**src/rtl/fct_pkg.sv**
```systemverilog
// Constants, types and register map of the flow conditioning totalizer.
package fct_pkg;
  // ---------------------------------------------------------------
  // Timing.
  // ---------------------------------------------------------------
  localparam int unsigned CLK_HZ = 25_000_000;
  localparam int unsigned TICK_US = 1000;
  localparam int unsigned TICK_CYCLES = CLK_HZ / 1_000_000 * TICK_US;
  localparam real FAULT_DELAY_S = 2.7000;
  localparam logic [31:0] DELAY_RST = 32'($rtoi(FAULT_DELAY_S * 1000.0 + 0.5));
  // ---------------------------------------------------------------
  // Register byte offsets.
  // ---------------------------------------------------------------
  localparam logic [7:0] A_CTRL = 8'h00;
  localparam logic [7:0] A_THRESH = 8'h04;
  localparam logic [7:0] A_FSCALE = 8'h08;
  localparam logic [7:0] A_KFACT = 8'h0c;
  localparam logic [7:0] A_MPRESS = 8'h10;
  localparam logic [7:0] A_ONDLY = 8'h14;
  localparam logic [7:0] A_OFFDLY = 8'h18;
  localparam logic [7:0] A_CMD = 8'h1c;
  localparam logic [7:0] A_FLOW = 8'h20;
  localparam logic [7:0] A_TOTAL = 8'h24;
  localparam logic [7:0] A_FAILTOT = 8'h28;
  localparam logic [7:0] A_BATCH = 8'h2c;
  localparam logic [7:0] A_CPRESS = 8'h30;
  localparam logic [7:0] A_STATUS = 8'h34;
  localparam logic [7:0] A_IRQSTAT = 8'h38;
  localparam logic [7:0] A_IRQMASK = 8'h3c;
  localparam logic [7:0] A_DTHRESH = 8'h40;
  // ---------------------------------------------------------------
  // Fields, masks and reset values.
  // ---------------------------------------------------------------
  localparam int unsigned C_REV = 0;
  localparam int unsigned C_KEY = 1;
  localparam int unsigned C_TM = 2;
  localparam int unsigned C_PM = 4;
  localparam int unsigned C_AIN = 6;
  localparam int unsigned CMD_RST_TOTAL = 0;
  localparam int unsigned FRAC_SHIFT = 16;
  localparam logic [31:0] M_THRESH = 32'h0000_ffff;
  localparam logic [31:0] M_FSCALE = 32'h00ff_ffff;
  localparam logic [31:0] M_16 = 32'h0000_ffff;
  localparam logic [31:0] KFACT_RST = 32'h0001_0000;
  localparam int unsigned IRQ_W = 4;
  localparam int unsigned I_FON = 0;
  localparam int unsigned I_FOFF = 1;
  localparam int unsigned I_BCLR = 2;
  localparam int unsigned I_PREF = 3;
  localparam logic [1:0] RESP_OKAY = 2'h0;
  localparam logic [1:0] RESP_SLVERR = 2'h2;
  typedef enum logic [1:0] {TM_DEFAULT = 2'h0, TM_FORWARD = 2'h1, TM_BACKWARD = 2'h2} fct_tmode_type;
  typedef enum logic [1:0] {PM_OFF = 2'h0, PM_ANALOG = 2'h1, PM_MANUAL = 2'h2} fct_pmode_type;
  typedef enum logic [1:0] {FS_IDLE = 2'b00, FS_ARM = 2'b01, FS_ACTIVE = 2'b11,
                            FS_RELEASE = 2'b10} fct_fstate_type;
endpackage

```
**src/rtl/fct_top.sv**
```systemverilog
// Flow conditioning, totalizer and fault delay block with AXI4-Lite registers.
`timescale 1ns/1ps
`default_nettype none
module fct_top #(
  parameter int unsigned TICK_CYCLES = fct_pkg::TICK_CYCLES
) (
  input wire logic aclk,
  input wire logic aresetn,
  input wire logic [7:0] awaddr,
  input wire logic awvalid,
  output logic awready,
  input wire logic [31:0] wdata,
  input wire logic [3:0] wstrb,
  input wire logic wvalid,
  output logic wready,
  output logic [1:0] bresp,
  output logic bvalid,
  input wire logic bready,
  input wire logic [7:0] araddr,
  input wire logic arvalid,
  output logic arready,
  output logic [31:0] rdata,
  output logic [1:0] rresp,
  output logic rvalid,
  input wire logic rready,
  input wire logic [23:0] flow_in,
  input wire logic flow_in_valid,
  input wire logic error_in,
  input wire logic batch_clear_button,
  input wire logic [15:0] analog_pressure_input,
  output logic [31:0] flow_out,
  output logic flow_out_valid,
  output logic flow_suppressed,
  output logic [31:0] total_out,
  output logic [31:0] batch_out,
  output logic [15:0] comp_pressure,
  output logic fault_lamp,
  output logic fault_output,
  output logic irq
);
  // ---------------------------------------------------------------
  // Declarations.
  // ---------------------------------------------------------------
  logic aw_have_q, w_have_q, bvalid_q, rvalid_q;
  logic [7:0] aw_addr_q;
  logic [31:0] w_data_q;
  logic [3:0] w_strb_q;
  logic [1:0] bresp_q, rresp_q;
  logic [31:0] rdata_q;
  logic wr_fire, rd_fire, wr_hit, rd_hit;
  logic [31:0] rd_val;
  logic rev_q, key_q, ain_q;
  fct_pkg::fct_tmode_type tmode_q;
  fct_pkg::fct_pmode_type pmode_q, pmode_new;
  logic [31:0] thresh_q, fscale_q, kfact_q, mpress_q, ondly_q, offdly_q, dthresh_q;
  logic [31:0] ctrl_word, ctrl_new;
  logic pref_ev, rst_tot_q;
  logic signed [24:0] flow_ext, signed_flow, abs_flow;
  logic [39:0] thr_prod;
  logic suppress_c;
  logic signed [56:0] scaled_c;
  logic signed [31:0] flow_q;
  logic valid_q, supp_q;
  logic [31:0] total_q, fail_q, batch_q;
  logic batch_clr;
  logic [15:0] cpress_q;
  fct_pkg::fct_fstate_type fstate_q;
  logic [31:0] tick_cnt_q, dly_q;
  logic tick;
  logic fault_on;
  logic [fct_pkg::IRQ_W-1:0] irq_stat_q, irq_mask_q, irq_set;
  logic [31:0] mask_new;

  // Merge a write word into an old value under the byte strobes.
  function automatic logic [31:0] fct_merge(input logic [31:0] old_v, input logic [31:0] new_v,
                                            input logic [3:0] strb);
    logic [31:0] r;
    r = old_v;
    for (int i = 0; i < 4; i++) begin
      if (strb[i]) begin
        r[8*i +: 8] = new_v[8*i +: 8];
      end
    end
    return r;
  endfunction

  // ---------------------------------------------------------------
  // AXI4-Lite write channels.
  // ---------------------------------------------------------------
  // Address and data are latched separately, so they may come in any order.
  assign awready = !aw_have_q;
  assign wready = !w_have_q;
  assign wr_fire = aw_have_q && w_have_q && !bvalid_q;
  assign bvalid = bvalid_q;
  assign bresp = bresp_q;

  always_ff @(posedge aclk) begin
    if (!aresetn) begin
      aw_have_q <= 1'b0;
      w_have_q <= 1'b0;
      aw_addr_q <= 8'h00;
      w_data_q <= 32'h0000_0000;
      w_strb_q <= 4'h0;
    end else begin
      if (awvalid && awready) begin
        aw_have_q <= 1'b1;
        aw_addr_q <= awaddr;
      end else if (wr_fire) begin
        aw_have_q <= 1'b0;
      end
      if (wvalid && wready) begin
        w_have_q <= 1'b1;
        w_data_q <= wdata;
        w_strb_q <= wstrb;
      end else if (wr_fire) begin
        w_have_q <= 1'b0;
      end
    end
  end

  // Write response; unmapped or read-only offsets answer with SLVERR.
  always_comb begin
    case (aw_addr_q)
      fct_pkg::A_CTRL, fct_pkg::A_THRESH, fct_pkg::A_FSCALE, fct_pkg::A_KFACT,
      fct_pkg::A_MPRESS, fct_pkg::A_ONDLY, fct_pkg::A_OFFDLY, fct_pkg::A_CMD,
      fct_pkg::A_IRQMASK, fct_pkg::A_DTHRESH: wr_hit = 1'b1;
      default: wr_hit = 1'b0;
    endcase
  end

  always_ff @(posedge aclk) begin
    if (!aresetn) begin
      bvalid_q <= 1'b0;
      bresp_q <= fct_pkg::RESP_OKAY;
    end else if (wr_fire) begin
      bvalid_q <= 1'b1;
      bresp_q <= wr_hit ? fct_pkg::RESP_OKAY : fct_pkg::RESP_SLVERR;
    end else if (bready) begin
      bvalid_q <= 1'b0;
    end
  end

  // ---------------------------------------------------------------
  // Configuration registers.
  // ---------------------------------------------------------------
  assign ctrl_word = {25'h0, ain_q, pmode_q, tmode_q, key_q, rev_q};
  assign ctrl_new = fct_merge(ctrl_word, w_data_q, w_strb_q);
  // The mask is merged as a full word first, since a function result cannot be sliced.
  assign mask_new = fct_merge({28'h0, irq_mask_q}, w_data_q, w_strb_q);

  // An analog source picked while the analog input is off keeps the old mode.
  always_comb begin
    pmode_new = fct_pkg::fct_pmode_type'(ctrl_new[fct_pkg::C_PM +: 2]);
    pref_ev = 1'b0;
    if (pmode_new == fct_pkg::PM_ANALOG && !ctrl_new[fct_pkg::C_AIN]) begin
      pmode_new = pmode_q;
      pref_ev = wr_fire && aw_addr_q == fct_pkg::A_CTRL;
    end
  end

  always_ff @(posedge aclk) begin
    if (!aresetn) begin
      rev_q <= 1'b0;
      key_q <= 1'b0;
      ain_q <= 1'b0;
      tmode_q <= fct_pkg::TM_DEFAULT;
      pmode_q <= fct_pkg::PM_OFF;
      thresh_q <= 32'h0000_0000;
      fscale_q <= 32'h0000_0000;
      kfact_q <= fct_pkg::KFACT_RST;
      mpress_q <= 32'h0000_0000;
      ondly_q <= fct_pkg::DELAY_RST;
      offdly_q <= fct_pkg::DELAY_RST;
      dthresh_q <= 32'h0000_0000;
      irq_mask_q <= '0;
    end else if (wr_fire) begin
      case (aw_addr_q)
        fct_pkg::A_CTRL: begin
          rev_q <= ctrl_new[fct_pkg::C_REV];
          key_q <= ctrl_new[fct_pkg::C_KEY];
          ain_q <= ctrl_new[fct_pkg::C_AIN];
          tmode_q <= fct_pkg::fct_tmode_type'(ctrl_new[fct_pkg::C_TM +: 2]);
          pmode_q <= pmode_new;
        end
        fct_pkg::A_THRESH: thresh_q <= fct_merge(thresh_q, w_data_q, w_strb_q) & fct_pkg::M_THRESH;
        fct_pkg::A_FSCALE: fscale_q <= fct_merge(fscale_q, w_data_q, w_strb_q) & fct_pkg::M_FSCALE;
        fct_pkg::A_KFACT: kfact_q <= fct_merge(kfact_q, w_data_q, w_strb_q);
        fct_pkg::A_MPRESS: mpress_q <= fct_merge(mpress_q, w_data_q, w_strb_q) & fct_pkg::M_16;
        fct_pkg::A_ONDLY: ondly_q <= fct_merge(ondly_q, w_data_q, w_strb_q);
        fct_pkg::A_OFFDLY: offdly_q <= fct_merge(offdly_q, w_data_q, w_strb_q);
        fct_pkg::A_DTHRESH: dthresh_q <= fct_merge(dthresh_q, w_data_q, w_strb_q);
        fct_pkg::A_IRQMASK: begin
          irq_mask_q <= mask_new[fct_pkg::IRQ_W-1:0];
        end
        default: begin
        end
      endcase
    end
  end

  // The command register is write-only and yields a one-cycle pulse.
  always_ff @(posedge aclk) begin
    if (!aresetn) begin
      rst_tot_q <= 1'b0;
    end else begin
      rst_tot_q <= wr_fire && aw_addr_q == fct_pkg::A_CMD && w_strb_q[0] &&
                   w_data_q[fct_pkg::CMD_RST_TOTAL];
    end
  end

  // ---------------------------------------------------------------
  // AXI4-Lite read channel.
  // ---------------------------------------------------------------
  assign arready = !rvalid_q;
  assign rd_fire = arvalid && arready;
  assign rvalid = rvalid_q;
  assign rdata = rdata_q;
  assign rresp = rresp_q;

  always_comb begin
    rd_hit = 1'b1;
    case (araddr)
      fct_pkg::A_CTRL: rd_val = ctrl_word;
      fct_pkg::A_THRESH: rd_val = thresh_q;
      fct_pkg::A_FSCALE: rd_val = fscale_q;
      fct_pkg::A_KFACT: rd_val = kfact_q;
      fct_pkg::A_MPRESS: rd_val = mpress_q;
      fct_pkg::A_ONDLY: rd_val = ondly_q;
      fct_pkg::A_OFFDLY: rd_val = offdly_q;
      fct_pkg::A_CMD: rd_val = 32'h0000_0000;
      fct_pkg::A_FLOW: rd_val = flow_q;
      fct_pkg::A_TOTAL: rd_val = total_q;
      fct_pkg::A_FAILTOT: rd_val = fail_q;
      fct_pkg::A_BATCH: rd_val = batch_q;
      fct_pkg::A_CPRESS: rd_val = {16'h0000, cpress_q};
      fct_pkg::A_STATUS: rd_val = {30'h0, supp_q, fault_on};
      fct_pkg::A_IRQSTAT: rd_val = {28'h0, irq_stat_q};
      fct_pkg::A_IRQMASK: rd_val = {28'h0, irq_mask_q};
      fct_pkg::A_DTHRESH: rd_val = dthresh_q;
      default: begin
        rd_val = 32'h0000_0000;
        rd_hit = 1'b0;
      end
    endcase
  end

  always_ff @(posedge aclk) begin
    if (!aresetn) begin
      rvalid_q <= 1'b0;
      rdata_q <= 32'h0000_0000;
      rresp_q <= fct_pkg::RESP_OKAY;
    end else if (rd_fire) begin
      rvalid_q <= 1'b1;
      rdata_q <= rd_val;
      rresp_q <= rd_hit ? fct_pkg::RESP_OKAY : fct_pkg::RESP_SLVERR;
    end else if (rready) begin
      rvalid_q <= 1'b0;
    end
  end

  // ---------------------------------------------------------------
  // Flow conditioning.
  // ---------------------------------------------------------------
  // Widened by one bit first so that negating the most negative sample cannot wrap.
  assign flow_ext = {flow_in[23], flow_in};
  assign signed_flow = rev_q ? -flow_ext : flow_ext;
  assign abs_flow = signed_flow[24] ? -signed_flow : signed_flow;
  assign thr_prod = fscale_q[23:0] * thresh_q[15:0];
  assign suppress_c = abs_flow < $signed({1'b0, thr_prod[39:fct_pkg::FRAC_SHIFT]});
  assign scaled_c = signed_flow * $signed(kfact_q);

  // One register stage; the product is cut to a 32-bit result on purpose.
  always_ff @(posedge aclk) begin
    if (!aresetn) begin
      flow_q <= 32'sh0000_0000;
      valid_q <= 1'b0;
      supp_q <= 1'b0;
    end else begin
      valid_q <= flow_in_valid;
      if (flow_in_valid) begin
        supp_q <= suppress_c;
        flow_q <= suppress_c ? 32'sh0000_0000 : scaled_c[fct_pkg::FRAC_SHIFT +: 32];
      end
    end
  end

  assign flow_out = flow_q;
  assign flow_out_valid = valid_q;
  assign flow_suppressed = supp_q;

  // ---------------------------------------------------------------
  // Totalizer, failure total and batch.
  // ---------------------------------------------------------------
  // Clearing takes priority over a sample landing in the same cycle.
  always_ff @(posedge aclk) begin
    if (!aresetn) begin
      total_q <= 32'h0000_0000;
      fail_q <= 32'h0000_0000;
    end else if (rst_tot_q) begin
      total_q <= 32'h0000_0000;
      fail_q <= 32'h0000_0000;
    end else if (valid_q && !supp_q) begin
      case (tmode_q)
        fct_pkg::TM_DEFAULT: total_q <= total_q + flow_q;
        fct_pkg::TM_FORWARD: if (!flow_q[31]) total_q <= total_q + flow_q;
        fct_pkg::TM_BACKWARD: if (flow_q[31]) total_q <= total_q + flow_q;
        default: begin
        end
      endcase
      if (fault_on) begin
        fail_q <= fail_q + flow_q;
      end
    end
  end

  assign batch_clr = batch_clear_button && key_q;

  always_ff @(posedge aclk) begin
    if (!aresetn) begin
      batch_q <= 32'h0000_0000;
    end else if (batch_clr) begin
      batch_q <= 32'h0000_0000;
    end else if (valid_q && !supp_q) begin
      batch_q <= batch_q + flow_q;
    end
  end

  assign total_out = total_q;
  assign batch_out = batch_q;

  // ---------------------------------------------------------------
  // Pressure compensation source.
  // ---------------------------------------------------------------
  always_ff @(posedge aclk) begin
    if (!aresetn) begin
      cpress_q <= 16'h0000;
    end else begin
      case (pmode_q)
        fct_pkg::PM_ANALOG: cpress_q <= analog_pressure_input;
        fct_pkg::PM_MANUAL: cpress_q <= mpress_q[15:0];
        default: cpress_q <= 16'h0000;
      endcase
    end
  end

  assign comp_pressure = cpress_q;

  // ---------------------------------------------------------------
  // Fault delay.
  // ---------------------------------------------------------------
  // A fixed millisecond tick keeps the delay registers small.
  always_ff @(posedge aclk) begin
    if (!aresetn) begin
      tick_cnt_q <= 32'h0000_0000;
    end else if (tick) begin
      tick_cnt_q <= 32'h0000_0000;
    end else begin
      tick_cnt_q <= tick_cnt_q + 32'h0000_0001;
    end
  end

  assign tick = tick_cnt_q == 32'(TICK_CYCLES - 1);

  // The delay count restarts on every change of the error state.
  always_ff @(posedge aclk) begin
    if (!aresetn) begin
      fstate_q <= fct_pkg::FS_IDLE;
      dly_q <= 32'h0000_0000;
    end else begin
      case (fstate_q)
        fct_pkg::FS_IDLE: begin
          dly_q <= 32'h0000_0000;
          if (error_in) fstate_q <= fct_pkg::FS_ARM;
        end
        fct_pkg::FS_ARM: begin
          if (!error_in) begin
            fstate_q <= fct_pkg::FS_IDLE;
          end else if (dly_q >= ondly_q) begin
            fstate_q <= fct_pkg::FS_ACTIVE;
            dly_q <= 32'h0000_0000;
          end else if (tick) begin
            dly_q <= dly_q + 32'h0000_0001;
          end
        end
        fct_pkg::FS_ACTIVE: begin
          dly_q <= 32'h0000_0000;
          if (!error_in) fstate_q <= fct_pkg::FS_RELEASE;
        end
        fct_pkg::FS_RELEASE: begin
          if (error_in) begin
            fstate_q <= fct_pkg::FS_ACTIVE;
            dly_q <= 32'h0000_0000;
          end else if (dly_q >= offdly_q) begin
            fstate_q <= fct_pkg::FS_IDLE;
          end else if (tick) begin
            dly_q <= dly_q + 32'h0000_0001;
          end
        end
        default: fstate_q <= fct_pkg::FS_IDLE;
      endcase
    end
  end

  assign fault_on = fstate_q == fct_pkg::FS_ACTIVE || fstate_q == fct_pkg::FS_RELEASE;
  assign fault_lamp = fault_on;
  assign fault_output = fault_on;

  // ---------------------------------------------------------------
  // Interrupts.
  // ---------------------------------------------------------------
  assign irq_set[fct_pkg::I_FON] = fstate_q == fct_pkg::FS_ARM && error_in && dly_q >= ondly_q;
  assign irq_set[fct_pkg::I_FOFF] = fstate_q == fct_pkg::FS_RELEASE && !error_in &&
                                    dly_q >= offdly_q;
  assign irq_set[fct_pkg::I_BCLR] = batch_clr;
  assign irq_set[fct_pkg::I_PREF] = pref_ev;

  // A read clears the status, but an event in the same cycle survives it.
  always_ff @(posedge aclk) begin
    if (!aresetn) begin
      irq_stat_q <= '0;
    end else if (rd_fire && araddr == fct_pkg::A_IRQSTAT) begin
      irq_stat_q <= irq_set;
    end else begin
      irq_stat_q <= irq_stat_q | irq_set;
    end
  end

  assign irq = |(irq_stat_q & irq_mask_q);
endmodule
`default_nettype wire

```
**config.mk**
```make
export PLATFORM = sky130hd
export DESIGN_NAME = fct_top
export DESIGN_NICKNAME = d
export VERILOG_FILES = /design/src/rtl/fct_pkg.sv /design/src/rtl/fct_top.sv
export SDC_FILE = /design/constraint.sdc
export NUM_CORES = 2
export LEC_CHECK = 0
export ABC_AREA = 1
export CAP_MARGIN = 30
export CORE_ASPECT_RATIO = 2
export CORE_MARGIN = 4
export CORE_UTILIZATION = 55
export CTS_BUF_LIST = sky130_fd_sc_hd__clkbuf_2 sky130_fd_sc_hd__clkbuf_4 sky130_fd_sc_hd__clkbuf_8
export DETAILED_ROUTE_END_ITERATION = 8
export DONT_BUFFER_PORTS = 1
export PLACE_DENSITY_LB_ADDON = 0.2
export SLEW_MARGIN = 5
export SYNTH_ARGS = -nofsm -noshare
export SYNTH_HDL_FRONTEND = slang
export SYNTH_SLANG_ARGS = --single-unit
```
**constraint.sdc**
```tcl
create_clock -name aclk -period 8.95 [get_ports aclk]
set_input_delay 0.895 -clock aclk [delete_from_list [all_inputs] [get_ports aclk]]
set_output_delay 0.895 -clock aclk [all_outputs]
set_load 0.05 [all_outputs]
```
## Word level (Yosys, flattened, before mapping)

Cells that the tools add are included.

| operators by class | value |
|---|---|
| add/sub/neg operators | 7 |
| multipliers | 2 |
| div/mod/pow operators | 0 |
| magnitude comparators | 3 |
| equality and inequality tests | 42 |
| shift-type cells | 0 |
| mux-type cells | 35 |
| bitwise operators | 4 |
| reduce and logical (&&, ||, !) cells | 72 |

Operators with widths:

| kind | count |
|---|---|
| $pmux 32 s16 | 1 |
| $mux 32 | 8 |
| $pmux 32 s3 | 2 |
| $add 32x32->32 | 3 |
| $reduce_and 3->1 | 26 |
| $eq 8x6->1 const B | 9 |
| $add 32x1->32 const B | 2 |
| $eq 8x5->1 const B | 8 |
| $ge 32x32->1 | 2 |
| $mux 25 | 2 |
| $mul 25x32->48 | 1 |
| $mul 24x16->40 | 1 |
| $eq 32x15->1 const B | 1 |
| $eq 8x4->1 const B | 4 |
| $pmux 16 s2 | 1 |
| $lt 25x25->1 | 1 |
| $neg 24->25 | 1 |
| $neg 25->25 | 1 |
| $logic_and 1x1->1 | 17 |
| $reduce_or 17->1 | 1 |
| $eq 8x3->1 const B | 2 |
| $eq 8x7->1 const B | 2 |
| $logic_not 8->1 | 2 |
| $mux 2 | 8 |
| other kinds (21) | 59 |

| word-level totals | value |
|---|---|
| register bits | 496 |
| latch bits | 0 |
| memory bits (writable) | 0 |
| ROM bits | 0 |
| bits of input ports | 102 |
| output and inout bits | 158 |
| logic and storage cells | 216 |
| memories | 0 |

## Longest topological paths before layout

| logic depth | value |
|---|---|
| word-level depth | 6 |
| mapped depth | 42 |

## Least setup slack after synthesis

Ideal clock, no wire load.

| timing path | value |
|---|---|
| path kind | input port to flip-flop |
| start point | in flow_in[0] |
| end point | reg flow_q[20], in the netlist flow_out[20] |
| arrival | 7.843 ns |
| path slack | 0.975 ns |
| stages on the path | 33 |
| buffers on the path | 3 |
| cells stage by stage | buf_6 inv_2 ha_1 nand2_1 nand2_1 or2_2 nand2_1 clkbuf_1 buf_1 nand2_1 fa_1 inv_1 fa_1 fa_1 inv_1 fa_1 inv_1 fa_1 fa_1 inv_1 fa_1 inv_1 ha_1 a21oi_1 inv_1 a31oi_1 o21ai_0 o21bai_1 a21oi_1 o21ai_0 or2_2 nand3_1 a21oi_1 |

| between the ends | value |
|---|---|
| cells in the longest elaborated chain, start to end | 6 |
| elaborated cells on any way between the ends | 7 |

Ends and longest elaborated chain:

| item | line | text |
|---|---|---|
| start: declaration | fct_top.sv:26 | `input wire logic [23:0] flow_in,` |
| $neg 24->25 | fct_top.sv:266 | `assign signed_flow = rev_q ? -flow_ext : flow_ext;` |
| $mux 25 * | fct_top.sv:266 |  |
| branches (longest 3 deep; another with $mul 25x32->48) | -- |  |
| $mux 32 * | fct_top.sv:282 | `flow_q <= suppress_c ? 32'sh0000_0000 : scaled_c[fct_pkg::FRAC_SHIFT +: 32];` |
| end signal: assignment | fct_top.sv:282 |  |
| end: declaration | fct_top.sv:62 | `logic signed [31:0] flow_q;` |

Every way passes the cells marked *.
A chain may end at the register's enable or synchronous reset.

## Worst setup path in the final report

| timing path | value |
|---|---|
| start point | reg rev_q |
| end point | reg flow_q[16], in the netlist flow_out[16] |

| between the ends | value |
|---|---|
| cells in the longest elaborated chain, start to end | 5 |
| elaborated cells on any way between the ends | 6 |

Ends and longest elaborated chain:

| item | line | text |
|---|---|---|
| start: declaration | fct_top.sv:52 | `logic rev_q, key_q, ain_q;` |
| start signal: assignment | fct_top.sv:179 | `rev_q <= ctrl_new[fct_pkg::C_REV];` |
| $mux 25 * | fct_top.sv:266 |  |
| branches (longest 3 deep; another with $mul 25x32->48) | -- |  |
| $mux 32 * | fct_top.sv:282 |  |

Marks and branches as above.

==> results_dict.tcl <==
set metrics [dict create \
    ys_types 72 \
    vias 61991 \
    hpwl_mm 223.8 \
    min_path_type "input pin to flip-flop" \
    rsz0062_at_grt "false" \
    fillers 11343 \
    ys_ff_latch 494 \
    cts.path.max_buffers 3 \
    holdWs_ns 0.2805 \
    power.density_nw_per_um2 85.78 \
    antenna_found_initial 8 \
    synth_most_common_cell "inv_1" \
    drv_slew 0 \
    num_rows 179 \
    grt_usage_pct 43.13 \
    slowest_stage "fa_1" \
    synth_top_area_cell "fa_1" \
    design_area_um2 70460 \
    slowest_delay_ns 0.55 \
    dpl_cell_area_um2 68830 \
    hold_viol_final 0 \
    drt-total-wl_mm 273.6 \
    grt_pass1_wl_mm 400.2 \
    crit_path_end_kind "flip-flop" \
    ys.flop_type "dfxtp_1" \
    drive_gt1_share_pct 5.456 \
    initial_core_util_pct 55.55 \
    worst_setup_path_start_kind "flip-flop" \
    place.gp.congestion 1.120 \
    crit_required_ns 9.51 \
    nets 10373 \
    synth_top_area_share_pct 30.88 \
    dr.pass1.iters 7 \
    leakage_uw 0.03499 \
    cts_hold_buf 0 \
    synth-seq-area-share_pct 14.94 \
    max-vdd-ir-drop_mv 0.1401 \
    criticalPathCategory "flip-flop to flip-flop" \
    fp.coreArea_um2 119100 \
    route.detailed.drc 0 \
    die_w_um 253.3 \
    skew_ns 0.05819 \
    multi_input_area_um2 47660 \
    regArea_um2 9892 \
    root_buffer "clkbuf_8" \
    clock-sinks 494 \
    cts-buffers-inserted 70 \
    synth_edf_count 0 \
    placement.io_buffers 0 \
    synthToLayoutAreaGrowth_pct 6.456 \
    first_global_vias 65575 \
    arrival_ns 9.07 \
    worst_pin_slew_ns 1.043 \
    clkLatencyLatePin_ns 0.72 \
    reg2regPathDepth 30 \
    ios 260 \
    path_common_cell "fa_1" \
    gr-total-overflow 0 \
    syn_inst 8848 \
    relSlewSlack_pct 30.34 \
    avgSynthCellArea_um2 7.480 \
    cts_tree "yes" \
    wire_per_inst_um 26.31 \
    fmax_mhz 117.6 \
    fin_crit_ns 8.505 \
    maxCapViolations 0 \
    synth_area_leaders "fa_1 31%, dfxtp_1 15%, inv_1 11%" \
    antenna_left 0 \
    whs_path_depth 2 \
    die_area_um2 126300 \
    synth_common_cells "1879 x inv_1, 1749 x nand2_1, 1021 x fa_1" \
    drtIter0Drc 5078 \
    yosysWarningCount 0 \
    setup_viol 0 \
    htree_levels 3 \
    tns_ns 0 \
    via_per_inst 5.961 \
    die_h_um 498.6 \
    status "finished, final reports clean" \
    fin_total_pwr_uw 6044 \
    path_clk_slew_ns 0.09 \
    synthesis.area_um2 66180 \
    async_flop_share_pct 0 \
    grt_start_max_net_pins 249 \
    path_max_fanout 16 \
    final_util_pct 59.13 \
    min_period_over_period_pct 95.03 \
]
## stage by stage
| step | instances | setup WS (ns) |
|---|---|---|
| 6_report | 10399 | 0.4446 |
| 3_3_place_gp | 10261 | -0.08060 |
| 5_1_grt | 10392 | 0.1189 |
| 3_5_place_dp | 10267 | -0.04908 |
| 4_1_cts | 10383 | 0.1957 |
| 2_1_floorplan | 8849 | 0.9748 |
## cell families after synthesis
logic type,Yosys count,synth area share (%)
adder cells (fa/ha/maj),1463,39.24
AND/OR/NAND/NOR,2999,18.36
XOR/XNOR,172,2.276
flip-flops,494,14.94
AO/OA/AOI/OAI,1418,12.07
buffers and inverters,2301,13.11
other,1,0.005666
## cell usage in the layout, fill, tap and decap left out, drive strengths merged, types with 9 or more instances in the layout
master / instances
inv: 1896
nand2: 1761
fa: 1021
nor2: 843
a21oi: 612
o21ai: 504
dfxtp: 494
ha: 442
buf: 269
nand3: 163
xor2: 120
clkbuf: 96
nor3: 72
nand4: 70
a221oi: 70
xnor2: 52
o211ai: 45
nor4: 40
o22ai: 36
clkinv: 36
a31oi: 27
o21a: 23
or2: 22
a21o: 14
o2111ai: 14
o221ai: 12
nand3b: 12
o21bai: 12
o31ai: 12
a211oi: 11
diode: 9
a21boi: 9
## critical path, delay by kind of cell, from the launching register on
family,cells,cell delay [ns]
flip-flops,1,0.54
buffers and inverters,7,0.94
AND/OR/NAND/NOR,10,2.06
adder cells (fa/ha/maj),8,3.82
AO/OA/AOI/OAI,5,0.95
## layer usage
metal | global-route usage [%] | routed length (um)
met5 | 0 | 33
met4 | 47.16 | 39650
met3 | 10.49 | 22970
met2 | 74.05 | 132500
met1 | 38.89 | 78460
## what timing repair did
action | in CTS | in global routing
hold endpoints to repair | 0 | 0
setup endpoints to repair | 1 | 5
pin swaps | 0 | 0
buffers inserted | 0 | 0
gates resized for setup | 1 | 2
## final cells by class
class                           instances  share of cell area [%]
Multi-Input combinational cell       6054                   67.65
Sequential cell                       494                   14.04
Clock buffer                           94                   1.721
Tap cell                             1538                   2.731
Inverter                             1917                   10.21
Timing Repair Buffer                  271                   3.241
Clock inverter                         22                  0.3711
Antenna cell                            9                 0.03196
## power by group
part | internal, uW | total (uW) | leakage, uW | switching (uW)
Sequential | 2280 | 2480 | 0.00401 | 204
Combinational | 462 | 1530 | 0.0302 | 1070
Clock | 1030 | 2030 | 0.000776 | 1000
## path summary, 6_finish.rpt
check | startpoint | end | slack, ns
max | rev_q | flow_out[16] | 0.44
min | flow_in_valid | flow_out_valid | 0.28
max reg2reg | rev_q | flow_out[16] | 0.44
min reg2reg | dthresh_q[22] | dthresh_q[22] | 0.46
No activity file was read; power rests on OpenSTA's default activity.
